### config.mk
export PLATFORM = sky130hd
export DESIGN_NAME = fcw_top
export DESIGN_NICKNAME = d
export VERILOG_FILES = /design/src/hdl/fcw_string_mem.v /design/src/hdl/fcw_top.v
export VERILOG_INCLUDE_DIRS = /design/src /design/src/common
export SDC_FILE = /design/constraint.sdc
export NUM_CORES = 2
export LEC_CHECK = 0
export ABC_AREA = 1
export BUFFER_PORTS_ARGS = -buffer_cell sky130_fd_sc_hd__buf_2
export CAP_MARGIN = 5
export CELL_PAD_IN_SITES_DETAIL_PLACEMENT = 1
export CELL_PAD_IN_SITES_GLOBAL_PLACEMENT = 1
export CORE_AREA = 2 2 427 429
export CTS_CLUSTER_SIZE = 10
export DETAILED_ROUTE_END_ITERATION = 16
export DIE_AREA = 0 0 429 431
export GPL_TIMING_DRIVEN = 1
export HOLD_SLACK_MARGIN = 0.12
export PLACE_DENSITY_LB_ADDON = 0.1
export SLEW_MARGIN = 5
export SYNTH_ARGS = -nofsm -noshare
export SYNTH_HDL_FRONTEND = slang
export SYNTH_HIERARCHICAL = 1
export SYNTH_SLANG_ARGS = --single-unit
### constraint.sdc
create_clock -name clock -period 19.1 [get_ports clock]
set_input_delay 2.865 -clock clock [delete_from_list [all_inputs] [get_ports clock]]
set_output_delay 2.865 -clock clock [all_outputs]
set_load 0.1 [all_outputs]
### src/common/fcw_regs.vh
/*
 Constants of the flash configuration write command interpreter: report
 codes, byte positions, status values, pin settings fields and the APB map.
 Assumes one includer per compile unit; the guard covers the rest.
*/
// Operation
// - Report code B1 in byte 0, byte 1 selects which stored item is written.
// - Output-mode general pin three drives stored bit 4 after reset; bits 7-5 ignored.
// - Stored bit 3 sets pin direction, 1 input, 0 output, general-purpose mode only.
// - Low three bits pick pin function; codes 100 to 111 are ignored.
// - Sub-command 02 stores the manufacturer string descriptor.
// - Sub-command 03 stores the product string descriptor.
// - Sub-command 04 stores the serial number string descriptor.
// - Characters are 16 bits, low byte at 4 plus twice n, high next.
// - Character index runs 0 to 30, at most thirty-one characters.
// - Answer echoes B1 and status 00 success, 02 unsupported, 03 not allowed.
// - Protected configuration needs a matching password before any update.
// - Password command does nothing when unprotected or permanently locked.
// - Sub-command 01 stores the power-up settings of the general pins.
// - Password report: code B2, byte 1 ignored, password in bytes 2 to 9.
// - After the allowed failed attempts every password gets status 03.
`ifndef FCW_REGS_VH
`define FCW_REGS_VH

// ==========================================================
// Report codes and byte positions
`define FCW_CODE_WRITE 8'hB1
`define FCW_CODE_PASSWORD 8'hB2
`define FCW_SUB_PINS 8'h01
`define FCW_SUB_MFR 8'h02
`define FCW_SUB_PROD 8'h03
`define FCW_SUB_SERIAL 8'h04
`define FCW_IDX_CODE 7'h00
`define FCW_IDX_SUB 7'h01
`define FCW_IDX_LEN 7'h02
`define FCW_IDX_STR0 7'h04
`define FCW_IDX_PIN3 7'h05
`define FCW_IDX_PW0 7'h02
`define FCW_IDX_PW_LAST 7'h09
`define FCW_IDX_LAST 7'h41
`define FCW_CHAR_MAX 6'h1E
`define FCW_LEN_OVERHEAD 8'h02

// ==========================================================
// Status values
`define FCW_ST_OK 8'h00
`define FCW_ST_UNSUP 8'h02
`define FCW_ST_DENIED 8'h03

// ==========================================================
// Pin settings byte fields and function codes
`define FCW_PIN_VALUE 4
`define FCW_PIN_DIR 3
`define FCW_PIN_FUNC 2:0
`define FCW_PIN_KEEP 4:0
`define FCW_FUNC_GPIO 3'h0
`define FCW_FUNC_ACT 3'h1
`define FCW_FUNC_AIN 3'h2
`define FCW_FUNC_AOUT 3'h3
`define FCW_FUNC_RSVD 2

// ==========================================================
// APB register byte offsets
`define FCW_REG_CTRL 8'h00
`define FCW_REG_CMD_INDEX 8'h04
`define FCW_REG_CMD_DATA 8'h08
`define FCW_REG_RESPONSE 8'h0C
`define FCW_REG_PIN_SETTINGS 8'h10
`define FCW_REG_PROTECT 8'h14
`define FCW_REG_PASSWORD_LO 8'h18
`define FCW_REG_PASSWORD_HI 8'h1C
`define FCW_REG_STRING_ADDR 8'h20
`define FCW_REG_STRING_DATA 8'h24
`define FCW_REG_STRING_LEN 8'h28

// Control bits
`define FCW_CTRL_EXEC 0
`define FCW_CTRL_APPLY 1
`define FCW_PROT_ON 0
`define FCW_PROT_LOCK 1

`endif

### src/hdl/fcw_string_mem.v
/*
 Descriptor string storage: one write port, one read port whose data come
 out of a register one clock after the address.
 Assumes the writer never addresses beyond the depth.
*/
`timescale 1ns/1ns
module fcw_string_mem #(
  parameter WIDTH = 16,
  parameter DEPTH = 128,
  parameter AW = 7
) (
  input wire clock,
  input wire wr_en,
  input wire [AW-1:0] wr_addr,
  input wire [WIDTH-1:0] wr_data,
  input wire [AW-1:0] rd_addr,
  output reg [WIDTH-1:0] rd_data
);

  reg [WIDTH-1:0] cells [0:DEPTH-1];

  always @(posedge clock) begin
    if (wr_en) begin
      cells[wr_addr] <= wr_data;
    end
    rd_data <= cells[rd_addr];
  end

endmodule // fcw_string_mem

### src/hdl/fcw_top.v
/*
 Flash configuration write command interpreter with an APB slave.
 Software pushes a report byte by byte, then executes it; the answer and
 the stored configuration are readable. Drives general pin three.
 Assumes an APB master on clock and a pin input from outside the domain.
*/
`timescale 1ns/1ns
`include "fcw_regs.vh"
module fcw_top #(
  parameter AW = 8,
  parameter [7:0] PIN_DEFAULT = 8'h08,
  parameter FAIL_W = 4,
  parameter [FAIL_W-1:0] MAX_FAILS = 4'h3
) (
  input wire clock,
  input wire rst,
  input wire psel,
  input wire penable,
  input wire pwrite,
  input wire [AW-1:0] paddr,
  input wire [31:0] pwdata,
  output reg [31:0] prdata,
  output reg pready,
  output reg pslverr,
  input wire general_pin_three_in,
  output reg general_pin_three_out,
  output reg general_pin_three_oe,
  output reg serial_activity_indicator_en,
  output reg analog_input_channel_three_en,
  output reg analog_output_channel_two_en
);

  // ==========================================================
  // Report collection states
  localparam [1:0] ST_IDLE = 2'b00;
  localparam [1:0] ST_COLLECT = 2'b01;
  localparam [1:0] ST_DONE = 2'b10;

  reg [1:0] state;
  reg [6:0] idx;
  reg [7:0] cmd_code;
  reg [7:0] cmd_sub;
  reg [7:0] cmd_len;
  reg [7:0] pin_pending;
  reg pin_seen;
  reg pw_match;
  reg [7:0] low_hold;
  reg [7:0] resp_code;
  reg [7:0] resp_status;
  reg resp_valid;
  reg [7:0] pin_cfg;
  reg prot_on;
  reg prot_lock;
  reg unlocked;
  reg [FAIL_W-1:0] fails;
  reg [63:0] password;
  reg [1:0] str_sel;
  reg [4:0] str_char;
  reg [4:0] len_mfr;
  reg [4:0] len_prod;
  reg [4:0] len_serial;
  reg pin_sync1;
  reg pin_sync2;
  wire [15:0] str_rd_data;

  // ==========================================================
  // Decoding shared by the collector and the commit
  function allow_update;
    input on;
    input lock;
    input unl;
    input [FAIL_W-1:0] nfail;
    input [FAIL_W-1:0] limit;
    begin
      allow_update = !lock && (!on || unl) && (nfail < limit);
    end
  endfunction

  function is_string_sub;
    input [7:0] sub;
    begin
      is_string_sub = (sub == `FCW_SUB_MFR) || (sub == `FCW_SUB_PROD) || (sub == `FCW_SUB_SERIAL);
    end
  endfunction

  // Character count from the length byte, clamped to the storable range
  function [4:0] char_count;
    input [7:0] len;
    reg [7:0] body;
    begin
      body = (len > `FCW_LEN_OVERHEAD) ? (len - `FCW_LEN_OVERHEAD) : 8'h00;
      char_count = (body[7:1] > {1'b0, `FCW_CHAR_MAX}) ? 5'h1F : body[5:1];
    end
  endfunction

  // ==========================================================
  // APB decode
  wire apb_setup = psel && !penable;
  wire apb_done = psel && penable && pready;
  wire wr_hit = apb_done && pwrite;
  wire wr_ctrl = wr_hit && (paddr == `FCW_REG_CTRL);
  wire wr_index = wr_hit && (paddr == `FCW_REG_CMD_INDEX);
  wire wr_byte = wr_hit && (paddr == `FCW_REG_CMD_DATA);
  wire exec = wr_ctrl && pwdata[`FCW_CTRL_EXEC] && (state == ST_COLLECT);
  wire apply = wr_ctrl && pwdata[`FCW_CTRL_APPLY];
  wire [7:0] in_byte = pwdata[7:0];
  wire may_update = allow_update(prot_on, prot_lock, unlocked, fails, MAX_FAILS);

  wire mapped = (paddr == `FCW_REG_CTRL) || (paddr == `FCW_REG_CMD_INDEX) ||
    (paddr == `FCW_REG_CMD_DATA) || (paddr == `FCW_REG_RESPONSE) ||
    (paddr == `FCW_REG_PIN_SETTINGS) || (paddr == `FCW_REG_PROTECT) ||
    (paddr == `FCW_REG_PASSWORD_LO) || (paddr == `FCW_REG_PASSWORD_HI) ||
    (paddr == `FCW_REG_STRING_ADDR) || (paddr == `FCW_REG_STRING_DATA) ||
    (paddr == `FCW_REG_STRING_LEN);

  reg [31:0] next_prdata;
  always @* begin
    next_prdata = 32'h0000_0000;
    case (paddr)
      `FCW_REG_CMD_INDEX: next_prdata = {25'h0000000, idx};
      `FCW_REG_RESPONSE: next_prdata = {15'h0000, resp_valid, resp_status, resp_code};
      `FCW_REG_PIN_SETTINGS: next_prdata = {23'h000000, pin_sync2, pin_cfg};
      `FCW_REG_PROTECT: next_prdata = {{(24-FAIL_W){1'b0}}, fails, 5'h00, unlocked, prot_lock, prot_on};
      `FCW_REG_PASSWORD_LO: next_prdata = may_update ? password[31:0] : 32'h0000_0000;
      `FCW_REG_PASSWORD_HI: next_prdata = may_update ? password[63:32] : 32'h0000_0000;
      `FCW_REG_STRING_ADDR: next_prdata = {19'h00000, str_char, 6'h00, str_sel};
      `FCW_REG_STRING_DATA: next_prdata = {16'h0000, str_rd_data};
      `FCW_REG_STRING_LEN: next_prdata = {11'h000, len_serial, 3'h0, len_prod, 3'h0, len_mfr};
      default: next_prdata = 32'h0000_0000;
    endcase
  end

  // One access cycle per transfer: pready rises for the first access cycle
  always @(posedge clock or posedge rst) begin
    if (rst) begin
      pready <= 1'b0;
      pslverr <= 1'b0;
      prdata <= 32'h0000_0000;
    end else if (apb_setup) begin
      pready <= 1'b1;
      pslverr <= !mapped;
      prdata <= pwrite ? 32'h0000_0000 : next_prdata;
    end else if (apb_done) begin
      pready <= 1'b0;
      pslverr <= 1'b0;
    end
  end

  // ==========================================================
  // Pin input synchroniser
  always @(posedge clock or posedge rst) begin
    if (rst) begin
      pin_sync1 <= 1'b0;
      pin_sync2 <= 1'b0;
    end else begin
      pin_sync1 <= general_pin_three_in;
      pin_sync2 <= pin_sync1;
    end
  end

  // ==========================================================
  // String writes go straight to storage as the high byte arrives
  wire [6:0] char_ofs = idx - `FCW_IDX_STR0;
  wire [5:0] char_num = char_ofs[6:1];
  wire [7:0] sub_ofs = cmd_sub - `FCW_SUB_MFR;
  wire str_ok = (state == ST_COLLECT) && (cmd_code == `FCW_CODE_WRITE) && is_string_sub(cmd_sub) &&
    (resp_status == `FCW_ST_OK);
  wire str_byte = wr_byte && str_ok && (idx >= `FCW_IDX_STR0) && (char_num <= `FCW_CHAR_MAX);
  wire str_wr = str_byte && char_ofs[0];
  wire [6:0] str_wr_addr = {sub_ofs[1:0], char_num[4:0]};

  fcw_string_mem #(
    .WIDTH(16),
    .DEPTH(128),
    .AW(7)
  ) u_strings (
    .clock(clock),
    .wr_en(str_wr),
    .wr_addr(str_wr_addr),
    .wr_data({in_byte, low_hold}),
    .rd_addr({str_sel, str_char}),
    .rd_data(str_rd_data)
  );

  // ==========================================================
  // Report collector and commit
  always @(posedge clock or posedge rst) begin
    if (rst) begin
      state <= ST_IDLE;
      idx <= 7'h00;
      cmd_code <= 8'h00;
      cmd_sub <= 8'h00;
      cmd_len <= 8'h00;
      pin_pending <= 8'h00;
      pin_seen <= 1'b0;
      pw_match <= 1'b0;
      low_hold <= 8'h00;
      resp_code <= 8'h00;
      resp_status <= `FCW_ST_UNSUP;
      resp_valid <= 1'b0;
      pin_cfg <= PIN_DEFAULT;
      len_mfr <= 5'h00;
      len_prod <= 5'h00;
      len_serial <= 5'h00;
      unlocked <= 1'b0;
      fails <= {FAIL_W{1'b0}};
    end else begin
      case (state)
        ST_IDLE, ST_DONE: begin
          if (wr_index) begin
            state <= ST_COLLECT;
          end
        end
        ST_COLLECT: begin
          if (exec) begin
            state <= ST_DONE;
          end
        end
        default: state <= ST_IDLE;
      endcase
      if (wr_index) begin
        idx <= pwdata[6:0];
        resp_valid <= 1'b0;
        resp_status <= `FCW_ST_UNSUP;
        pin_seen <= 1'b0;
        pw_match <= 1'b1;
        cmd_len <= 8'h00;
      end else if (wr_byte && state == ST_COLLECT) begin
        if (idx < `FCW_IDX_LAST) begin
          idx <= idx + 7'h01;
        end
        if (idx == `FCW_IDX_CODE) begin
          cmd_code <= in_byte;
        end
        if (idx == `FCW_IDX_SUB) begin
          cmd_sub <= in_byte;
          if (cmd_code == `FCW_CODE_WRITE) begin
            if (in_byte < `FCW_SUB_PINS || in_byte > `FCW_SUB_SERIAL) begin
              resp_status <= `FCW_ST_UNSUP;
            end else begin
              resp_status <= may_update ? `FCW_ST_OK : `FCW_ST_DENIED;
            end
          end else if (cmd_code == `FCW_CODE_PASSWORD) begin
            resp_status <= `FCW_ST_OK;
          end
        end
        if (idx == `FCW_IDX_LEN) begin
          cmd_len <= in_byte;
        end
        if (idx == `FCW_IDX_PIN3) begin
          pin_pending <= in_byte;
          pin_seen <= 1'b1;
        end
        if (idx >= `FCW_IDX_PW0 && idx <= `FCW_IDX_PW_LAST) begin
          if (in_byte != password[{idx[2:0] - 3'h2, 3'h0} +: 8]) begin
            pw_match <= 1'b0;
          end
        end
        if (str_byte && !char_ofs[0]) begin
          low_hold <= in_byte;
        end
      end
      if (exec) begin
        resp_valid <= 1'b1;
        resp_code <= cmd_code;
        if (cmd_code == `FCW_CODE_WRITE && resp_status == `FCW_ST_OK) begin
          case (cmd_sub)
            `FCW_SUB_PINS: begin
              // Reserved function codes keep the stored function
              if (pin_seen && pin_pending[`FCW_FUNC_RSVD]) begin
                pin_cfg <= {3'b000, pin_pending[`FCW_PIN_VALUE], pin_pending[`FCW_PIN_DIR],
                  pin_cfg[`FCW_PIN_FUNC]};
              end else if (pin_seen) begin
                pin_cfg <= {3'b000, pin_pending[`FCW_PIN_KEEP]};
              end
            end
            `FCW_SUB_MFR: len_mfr <= char_count(cmd_len);
            `FCW_SUB_PROD: len_prod <= char_count(cmd_len);
            `FCW_SUB_SERIAL: len_serial <= char_count(cmd_len);
            default: len_mfr <= len_mfr;
          endcase
        end else if (cmd_code == `FCW_CODE_PASSWORD) begin
          if (!prot_on || prot_lock) begin
            resp_status <= `FCW_ST_OK;
          end else if (fails >= MAX_FAILS) begin
            resp_status <= `FCW_ST_DENIED;
          end else if (pw_match) begin
            unlocked <= 1'b1;
            resp_status <= `FCW_ST_OK;
          end else begin
            fails <= fails + {{(FAIL_W-1){1'b0}}, 1'b1};
            unlocked <= 1'b0;
            resp_status <= `FCW_ST_DENIED;
          end
        end else if (cmd_code != `FCW_CODE_WRITE) begin
          resp_status <= `FCW_ST_UNSUP;
        end
      end
      if (wr_hit && paddr == `FCW_REG_PROTECT && may_update) begin
        unlocked <= 1'b0;
      end
    end
  end

  // ==========================================================
  // Protection setup and stored password; lock is one-way until reset
  always @(posedge clock or posedge rst) begin
    if (rst) begin
      prot_on <= 1'b0;
      prot_lock <= 1'b0;
      password <= 64'h0000_0000_0000_0000;
      str_sel <= 2'b00;
      str_char <= 5'h00;
    end else begin
      if (wr_hit && paddr == `FCW_REG_PROTECT && may_update) begin
        prot_on <= pwdata[`FCW_PROT_ON];
        prot_lock <= pwdata[`FCW_PROT_LOCK];
      end
      if (wr_hit && paddr == `FCW_REG_PASSWORD_LO && may_update) begin
        password[31:0] <= pwdata;
      end
      if (wr_hit && paddr == `FCW_REG_PASSWORD_HI && may_update) begin
        password[63:32] <= pwdata;
      end
      if (wr_hit && paddr == `FCW_REG_STRING_ADDR) begin
        str_sel <= pwdata[1:0];
        str_char <= pwdata[12:8];
      end
    end
  end

  // ==========================================================
  // Pin drive: taken from stored settings at reset and on apply only,
  // so a fresh settings write behaves like a power-up value
  wire [2:0] func = pin_cfg[`FCW_PIN_FUNC];
  localparam [2:0] DFLT_FUNC = PIN_DEFAULT[`FCW_PIN_FUNC];
  always @(posedge clock or posedge rst) begin
    if (rst) begin
      general_pin_three_out <= PIN_DEFAULT[`FCW_PIN_VALUE];
      general_pin_three_oe <= (DFLT_FUNC == `FCW_FUNC_GPIO) && !PIN_DEFAULT[`FCW_PIN_DIR];
      serial_activity_indicator_en <= (DFLT_FUNC == `FCW_FUNC_ACT);
      analog_input_channel_three_en <= (DFLT_FUNC == `FCW_FUNC_AIN);
      analog_output_channel_two_en <= (DFLT_FUNC == `FCW_FUNC_AOUT);
    end else if (apply) begin
      general_pin_three_out <= pin_cfg[`FCW_PIN_VALUE];
      general_pin_three_oe <= (func == `FCW_FUNC_GPIO) && !pin_cfg[`FCW_PIN_DIR];
      serial_activity_indicator_en <= (func == `FCW_FUNC_ACT);
      analog_input_channel_three_en <= (func == `FCW_FUNC_AIN);
      analog_output_channel_two_en <= (func == `FCW_FUNC_AOUT);
    end
  end

endmodule // fcw_top

# Yosys cells after proc, flatten, opt, wreduce, memory -nomap -nowiden
# Memory sizes are Yosys's and may differ from the RTL's. A register that Yosys moved wholly into a read port is not among the register bits.
# Index checks and enable logic that the tools add are counted.
# totals
regBits	207
latchBits	0
ram_bits	2048
rom_bits	0
inputBits	46
word_cells	229
n_memories	1
# op_classes
add_sub_neg	6
n_mul	0
div_mod_pow	0
n_lt_le_gt_ge	11
eq_ne	31
shift	1
n_mux	52
bitwise	6
reduce_logical	86
# memory_table
name	depth	word_bits	read_ports	rd_clocked_by_memory_dff	wr	line	rtl
u_strings.cells	128	16	1	1	1	fcw_string_mem.v:20	reg [WIDTH-1:0] cells [0:DEPTH-1];
# ops
operator	count
32-bit case mux with 9 select lines	1
8-bit two-way mux	15
32-bit two-way mux	3
64-bit by 7-bit variable part select with 8-bit output	1
8-bit by 5-bit equality test with 1-bit output (second input constant)	4
1-bit logical AND	32
8-bit by 6-bit equality test with 1-bit output (second input constant)	3
3-bit AND reduction	8
2-bit nonzero test	11
1-bit two-way mux	21
7-bit two-way mux	3
8-bit by 2-bit equality test with 1-bit output (second input constant)	2
8-bit by 3-bit equality test with 1-bit output (second input constant)	2
8-bit by 4-bit equality test with 1-bit output (second input constant)	2
8-bit equality test (second input constant)	2
8-bit logical NOT	2
1-bit logical OR	15
2-bit two-way mux	7
5-bit AND reduction	2
8-bit by 1-bit equality test with 1-bit output (second input constant)	1
8-bit by 2-bit greater-than comparator with 1-bit output (second input constant)	1
8-bit by 3-bit greater-than comparator with 1-bit output (second input constant)	1
8-bit by 1-bit less-than comparator with 1-bit output (second input constant)	1
8-bit inequality test	1
35 further kinds	52

# Logic depth before layout (Yosys ltp)
# logic_depth
ltp_word	14
ltp_mapped	15

# By module
# Netlist, hierarchy kept.
# modules_own_cells
module	instances	cells_each	area_per_inst_um2	seq_area_each_um2
fcw_string_mem	1	6793	82828.2	61819.3
fcw_top	1	1353	10417.5	5107.4

# Worst setup path before layout
# OpenSTA, ideal clock, no wires.
# synth_timing
path_type	input -> register
from	input port psel
to	memory u_strings.cells[105][0] (enable)
setup_ps	388
t_arrival_ps	5117
t_required_ps	18712
setup_slack_ps	13595
path_stages	10
n_path_buf	2
cell_sequence	nand4_1 inv_2 nand2_2 nor3_4 nand3_1 nor3_1 clkbuf_1 nand2_1 clkbuf_1 nor2_1
# synth_via
elab_chain_cells	10
# synth_rtl
element	line	rtl
start: declaration	fcw_top.v:17	input wire psel,
1-bit logical AND (2 in series)	fcw_top.v:99	wire apb_done = psel && penable && pready;
1-bit logical AND	fcw_top.v:100	wire wr_hit = apb_done && pwrite;
1-bit logical AND	fcw_top.v:103	wire wr_byte = wr_hit && (paddr == `FCW_REG_CMD_DATA);
1-bit logical AND (3 in series)	fcw_top.v:168	wire str_byte = wr_byte && str_ok && (idx >= `FCW_IDX_STR0) && (char_num <= `FCW_CHAR_MAX);
1-bit logical AND	fcw_top.v:169	wire str_wr = str_byte && char_ofs[0];
named net str_wr	fcw_top.v:169	
1-bit two-way mux	fcw_string_mem.v:23	if (wr_en) begin
1-bit two-way mux (implied by the code)	fcw_string_mem.v:24	cells[wr_addr] <= wr_data;
end: declaration	fcw_string_mem.v:20	
# The timed path passes the listed nets, and every way through them passes these cells.

# Worst setup path in the final report
# layout_timing
from	input port psel
to	memory u_strings.cells[119][8] (enable)
# The elaborated chain is that of the path after synthesis.

==> impl_results.html <==
<table>
<tr><th>Metric</th><th>Value</th></tr>
<tr><th colspan="2">Run status</th></tr>
<tr><td>Outcome</td><td>finished clean</td></tr>
<tr><th colspan="2">Critical path</th></tr>
<tr><td>CP Data Required Time</td><td>between 15 and 20 ns</td></tr>
<tr><td>Cells along the critical path</td><td>buf_2 -&gt; nand4_1 -&gt; inv_2 -&gt; nand2_2 -&gt; nor3_4 -&gt; nand3_1 -&gt; nor3_1 -&gt; buf_4 -&gt; nand2_1 -&gt; buf_4 -&gt; nor2_1</td></tr>
<tr><td>Highest cell delay on the worst timing path</td><td>approximately 0.97 ns</td></tr>
<tr><td>Highest-delay cell along the critical path</td><td>nor2_1</td></tr>
<tr><td>Maximum fanout count along the critical path</td><td>16</td></tr>
<tr><td>Dominant cell type by count on the critical path</td><td>buf_4</td></tr>
<tr><td>Number of buffer and inverter stages on the critical path</td><td>4</td></tr>
<tr><td>Critical path start-end classification</td><td>in2reg</td></tr>
<tr><td>Family of cells with the greatest summed delay on the critical path</td><td>simple AND/OR/NAND/NOR gates</td></tr>
<tr><td>Data arrival at the endpoint of the critical path</td><td>between 6 and 7 ns</td></tr>
<tr><td>Startpoint types</td><td>input port</td></tr>
<tr><td>Critical Path End Type</td><td>flop</td></tr>
<tr><th colspan="2">Power and ir drop</th></tr>
<tr><td>Lkg Pwr</td><td>roughly 39 nW</td></tr>
<tr><td>Maximum resistive drop on vdd</td><td>roughly 0.096 mV</td></tr>
<tr><td>Power Density</td><td>roughly 100 nW/um^2</td></tr>
<tr><td>Sequential Power Share</td><td>a little over half</td></tr>
<tr><td>Switching power share of the total</td><td>20.2%</td></tr>
<tr><td>Switching power</td><td>between 2 and 2.5 mW</td></tr>
<tr><td>Clock power frac</td><td>45.5%</td></tr>
<tr><td>Combinational cell fraction of total power</td><td>~1.5%</td></tr>
<tr><td>Internal power of the cells</td><td>a little over 8 mW</td></tr>
<tr><th colspan="2">CTS</th></tr>
<tr><td>Num CTS Buffers</td><td>280</td></tr>
<tr><td>CTS tree</td><td>yes</td></tr>
<tr><td>Worst-skew pair later-pin latency</td><td>~0.95 ns</td></tr>
<tr><td>Clock-pin slew on the worst setup and hold paths</td><td>approximately 0.060 ns</td></tr>
<tr><td>Clock H-tree levels</td><td>5</td></tr>
<tr><td>Number of instances resized during post-cts repair</td><td>0</td></tr>
<tr><td>Max clock buf depth</td><td>4</td></tr>
<tr><td>Number of setup buffers added after CTS</td><td>0</td></tr>
<tr><td>Root Driver</td><td>clkbuf_16</td></tr>
<tr><td>Number of buffers added to fix hold violations after cts</td><td>0</td></tr>
<tr><td>CTS sink count</td><td>approximately 2300</td></tr>
<tr><th colspan="2">Die</th></tr>
<tr><td>Chip height</td><td>431 microns</td></tr>
<tr><td>Chip Width</td><td>approximately 430 microns</td></tr>
<tr><td>Initial core utilization</td><td>a little over 50%</td></tr>
<tr><td>Core area</td><td>approximately 180000 sq um</td></tr>
<tr><td>Top-level I/O count</td><td>85</td></tr>
<tr><td>Number of placement rows</td><td>roughly 160</td></tr>
<tr><td>Total Die Area</td><td>about 180000 sq um</td></tr>
<tr><th colspan="2">Synthesis</th></tr>
<tr><td>Top-count cell post-synth</td><td>nand2_1</td></tr>
<tr><td>Number of distinct standard cells referenced by the synthesized netlist</td><td>45</td></tr>
<tr><td>Simple-gate portion of the synthesized area</td><td>between 20% and 30%</td></tr>
<tr><td>Post-synthesis sequential area ratio</td><td>71.8%</td></tr>
<tr><td>Synth Area in XOR/XNOR</td><td>0.103%</td></tr>
<tr><td>Share of flip-flops with an asynchronous set or reset after synthesis</td><td>around 9.0%</td></tr>
<tr><td>Largest family of logic cells by synthesized area</td><td>simple AND/OR/NAND/NOR gates</td></tr>
<tr><td>Portion of netlist area occupied by mux cells</td><td>0.0121%</td></tr>
<tr><td>Number of flops mapped to enable cells by yosys</td><td>2048</td></tr>
<tr><td>Post-Syn Instances</td><td>8146</td></tr>
<tr><td>FF+latch count, synth</td><td>approximately 2300</td></tr>
<tr><td>Post-synthesis average cell area</td><td>11.4 sq um</td></tr>
<tr><td>Most used standard cells in the synthesized netlist</td><td>2541 x nand2_1, 2108 x nand3_1, 2048 x edfxtp_1</td></tr>
<tr><td>Post-synthesis adder-cell area fraction</td><td>0.188%</td></tr>
<tr><td>Most used DFF post-synth</td><td>edfxtp_1</td></tr>
<tr><td>Cell type contributing the most total cell area after synthesis</td><td>edfxtp_1</td></tr>
<tr><td>Number of nets in the synthesized netlist</td><td>~8000</td></tr>
<tr><td>Post-synth top area share</td><td>66.0%</td></tr>
<tr><td>Yosys warnings</td><td>6</td></tr>
<tr><td>Top cells by area, synth</td><td>edfxtp_1 66%, nand3_1 11%, nand2_1 10%, dfrtp_1 5.4%, buf_2 1.4%</td></tr>
<tr><td>Post-synthesis cell area</td><td>~93000 sq um</td></tr>
<tr><td>Share of the synthesized area in compound gates (AO/OA/AOI/OAI)</td><td>around 1.4%</td></tr>
<tr><th colspan="2">STA</th></tr>
<tr><td>Final worst clock skew</td><td>between 0.03 and 0.04 ns</td></tr>
<tr><td>Worst-case headroom to the max-slew limit</td><td>a little over a tenth</td></tr>
<tr><td>Final critical-path share of the clock period</td><td>32.4%</td></tr>
<tr><td>Final max-slew violation count</td><td>0</td></tr>
<tr><td>Final setup viols</td><td>0</td></tr>
<tr><td>Setup TNS Final</td><td>0 ns</td></tr>
<tr><td>Number of endpoints with negative hold slack in the final report</td><td>0</td></tr>
<tr><td>Achievable clock frequency</td><td>162 MHz</td></tr>
<tr><td>Min Tclk post-route</td><td>between 6 and 7 ns</td></tr>
<tr><td>Worst slew pin tran</td><td>between 1 and 1.5 ns</td></tr>
<tr><td>Unrepaired setup endpoints after global routing</td><td>false</td></tr>
<tr><th colspan="2">Placed design</th></tr>
<tr><td>Weighted congestion at the end of routability-driven global placement</td><td>around 0.9</td></tr>
<tr><td>Total of buffers placed on input and output ports</td><td>84</td></tr>
<tr><td>Post-Place Cell Area</td><td>95700 sq um</td></tr>
<tr><td>Post-detailed-placement half-perimeter wirelength</td><td>about 180 mm</td></tr>
<tr><th colspan="2">Detailed routing</th></tr>
<tr><td>Number of design rule violations left after detail routing</td><td>0</td></tr>
<tr><td>Total via count after detailed routing</td><td>around 65000</td></tr>
<tr><td>Routed WL per cell</td><td>around 28 microns</td></tr>
<tr><td>Via-to-Cell Ratio</td><td>about 6</td></tr>
<tr><td>First drt pass iteration count</td><td>6</td></tr>
<tr><td>Antenna Violating Nets Remaining</td><td>0</td></tr>
<tr><td>Final Routed Wirelength</td><td>between 300 and 400 mm</td></tr>
<tr><td>Starting DRC count in detailed routing</td><td>7353</td></tr>
<tr><th colspan="2">Global route</th></tr>
<tr><td>GR Overflow Total</td><td>0</td></tr>
<tr><td>Via count of the first global-routing pass</td><td>67400</td></tr>
<tr><td>Wire length of the first global-routing pass</td><td>roughly 440 mm</td></tr>
<tr><td>Overall routing resource usage</td><td>roughly 32%</td></tr>
<tr><td>Maximum number of pins on one net before global-route repair</td><td>between 200 and 250</td></tr>
<tr><td>Number of antenna violations at the first check in global routing</td><td>5</td></tr>
<tr><th colspan="2">Cells and area</th></tr>
<tr><td>Number of nets in the layout</td><td>between 8000 and 9000</td></tr>
<tr><td>Area added between synthesis and finish</td><td>10.7%</td></tr>
<tr><td>Number of fillers in the final layout</td><td>18300</td></tr>
<tr><td>Summed area of non-filler cells in the final layout</td><td>approximately 100000 sq um</td></tr>
<tr><td>Share of cells above drive strength 1</td><td>8.11%</td></tr>
<tr><th colspan="2">Hold path</th></tr>
<tr><td>Worst hold path type</td><td>reg2reg</td></tr>
<tr><th colspan="2">Flow run</th></tr>
<tr><td>Max-capacitance violation count</td><td>0</td></tr>
</table>
[through the flow]
step / setup slack [ns] / util (%) / instances / total power [mW] / hold WS (ns)
2_1_floorplan: 10.67 / - / 8146 / 5.54 / 0.331
3_3_place_gp: 12.12 / 53.1 / 10300 / 5.63 / 0.335
3_5_place_dp: 11.99 / 53.1 / 10300 / 5.63 / 0.336
4_1_cts: 12.96 / 57.3 / 10700 / 10.2 / 0.340
5_1_grt: 12.74 / 57.3 / 10700 / 10.4 / 0.354
6_report: 12.91 / 57.3 / 10700 / 10.2 / 0.331
[sequential cells by signal, summed over array words and instances (netlist names), 8 cells and up]
register	count
u_strings/rd_data	16
cmd_len	8
cmd_code	8
prdata	32
cmd_sub	8
low_hold	8
resp_code	8
u_strings/cells	2048
password	64
resp_status	8
[cell usage in the layout, fill, tap and decap left out, drive strengths merged, types with 3 or more instances in the layout]
master / instances
nand4: 16
o211ai: 5
diode: 4
nand2: 2548
o21ai: 171
clkbuf: 348
nor2: 220
o41ai: 3
nor4: 4
clkinv: 5
xor2: 10
edfxtp: 2048
inv: 188
o221ai: 3
ha: 14
o22ai: 22
a21oi: 20
nor3: 26
o2111ai: 5
dfxtp: 16
dfrtp: 202
nand3: 2113
buf: 286
[power by group through the flow]
stage               combinational, mW  clock (mW)  sequential [mW]
finish                          0.157        4.63             5.38
global placement                0.151           0             5.48
CTS                             0.156        4.68             5.38
detailed placement              0.155           0             5.48
floorplan                      0.0542           0             5.48
global route                    0.165        4.86             5.38
[metal layers]
layer	up-vias	wire [microns]	track usage [%]
met2	2619	143000	51.9
met3	586	22400	5.68
li1	28600	-	-
met5	-	34	0
met1	33500	123000	44.4
met4	4	13000	13.3
[final timing paths]
check,startpoint,to,slack (ns),cells past startpoint
min in group asynchronous,rst,password[28]$_DFFE_PP0P_,2.07,2
worst max register to register,str_char[0]$_DFFE_PP0P_,u_strings/rd_data[2]$_DFF_P_,13.32,12
worst min-delay path,pin_sync1$_DFF_PP0_,pin_sync2$_DFF_PP0_,0.33,0
max in group asynchronous,rst,low_hold[2]$_DFFE_PP0P_,15.32,3
worst min register to register,pin_sync1$_DFF_PP0_,pin_sync2$_DFF_PP0_,0.33,0
worst max-delay path,psel,u_strings/cells[119][8]$_DFFE_PP_,12.91,11
[cell type report]
type | instances | area (sq um) | area share (%)
Clock inverter | 5 | 38.8 | 0.0376
Multi-Input combinational cell | 5188 | 23000 | 22.3
Sequential cell | 2268 | 67000 | 64.9
Clock buffer | 348 | 7480 | 7.25
Antenna cell | 4 | 10.0 | 0.00969
Tap cell | 2370 | 2970 | 2.87
Timing Repair Buffer | 286 | 2030 | 1.97
Inverter | 188 | 747 | 0.723
[cells by family after synthesis]
family,after synthesis
simple gates,4929
fa+ha+maj,14
flops,2268
mux,1
compound gates,233
xor+xnor,11
buf+inv,690
No activity file was read; power rests on OpenSTA's default activity.
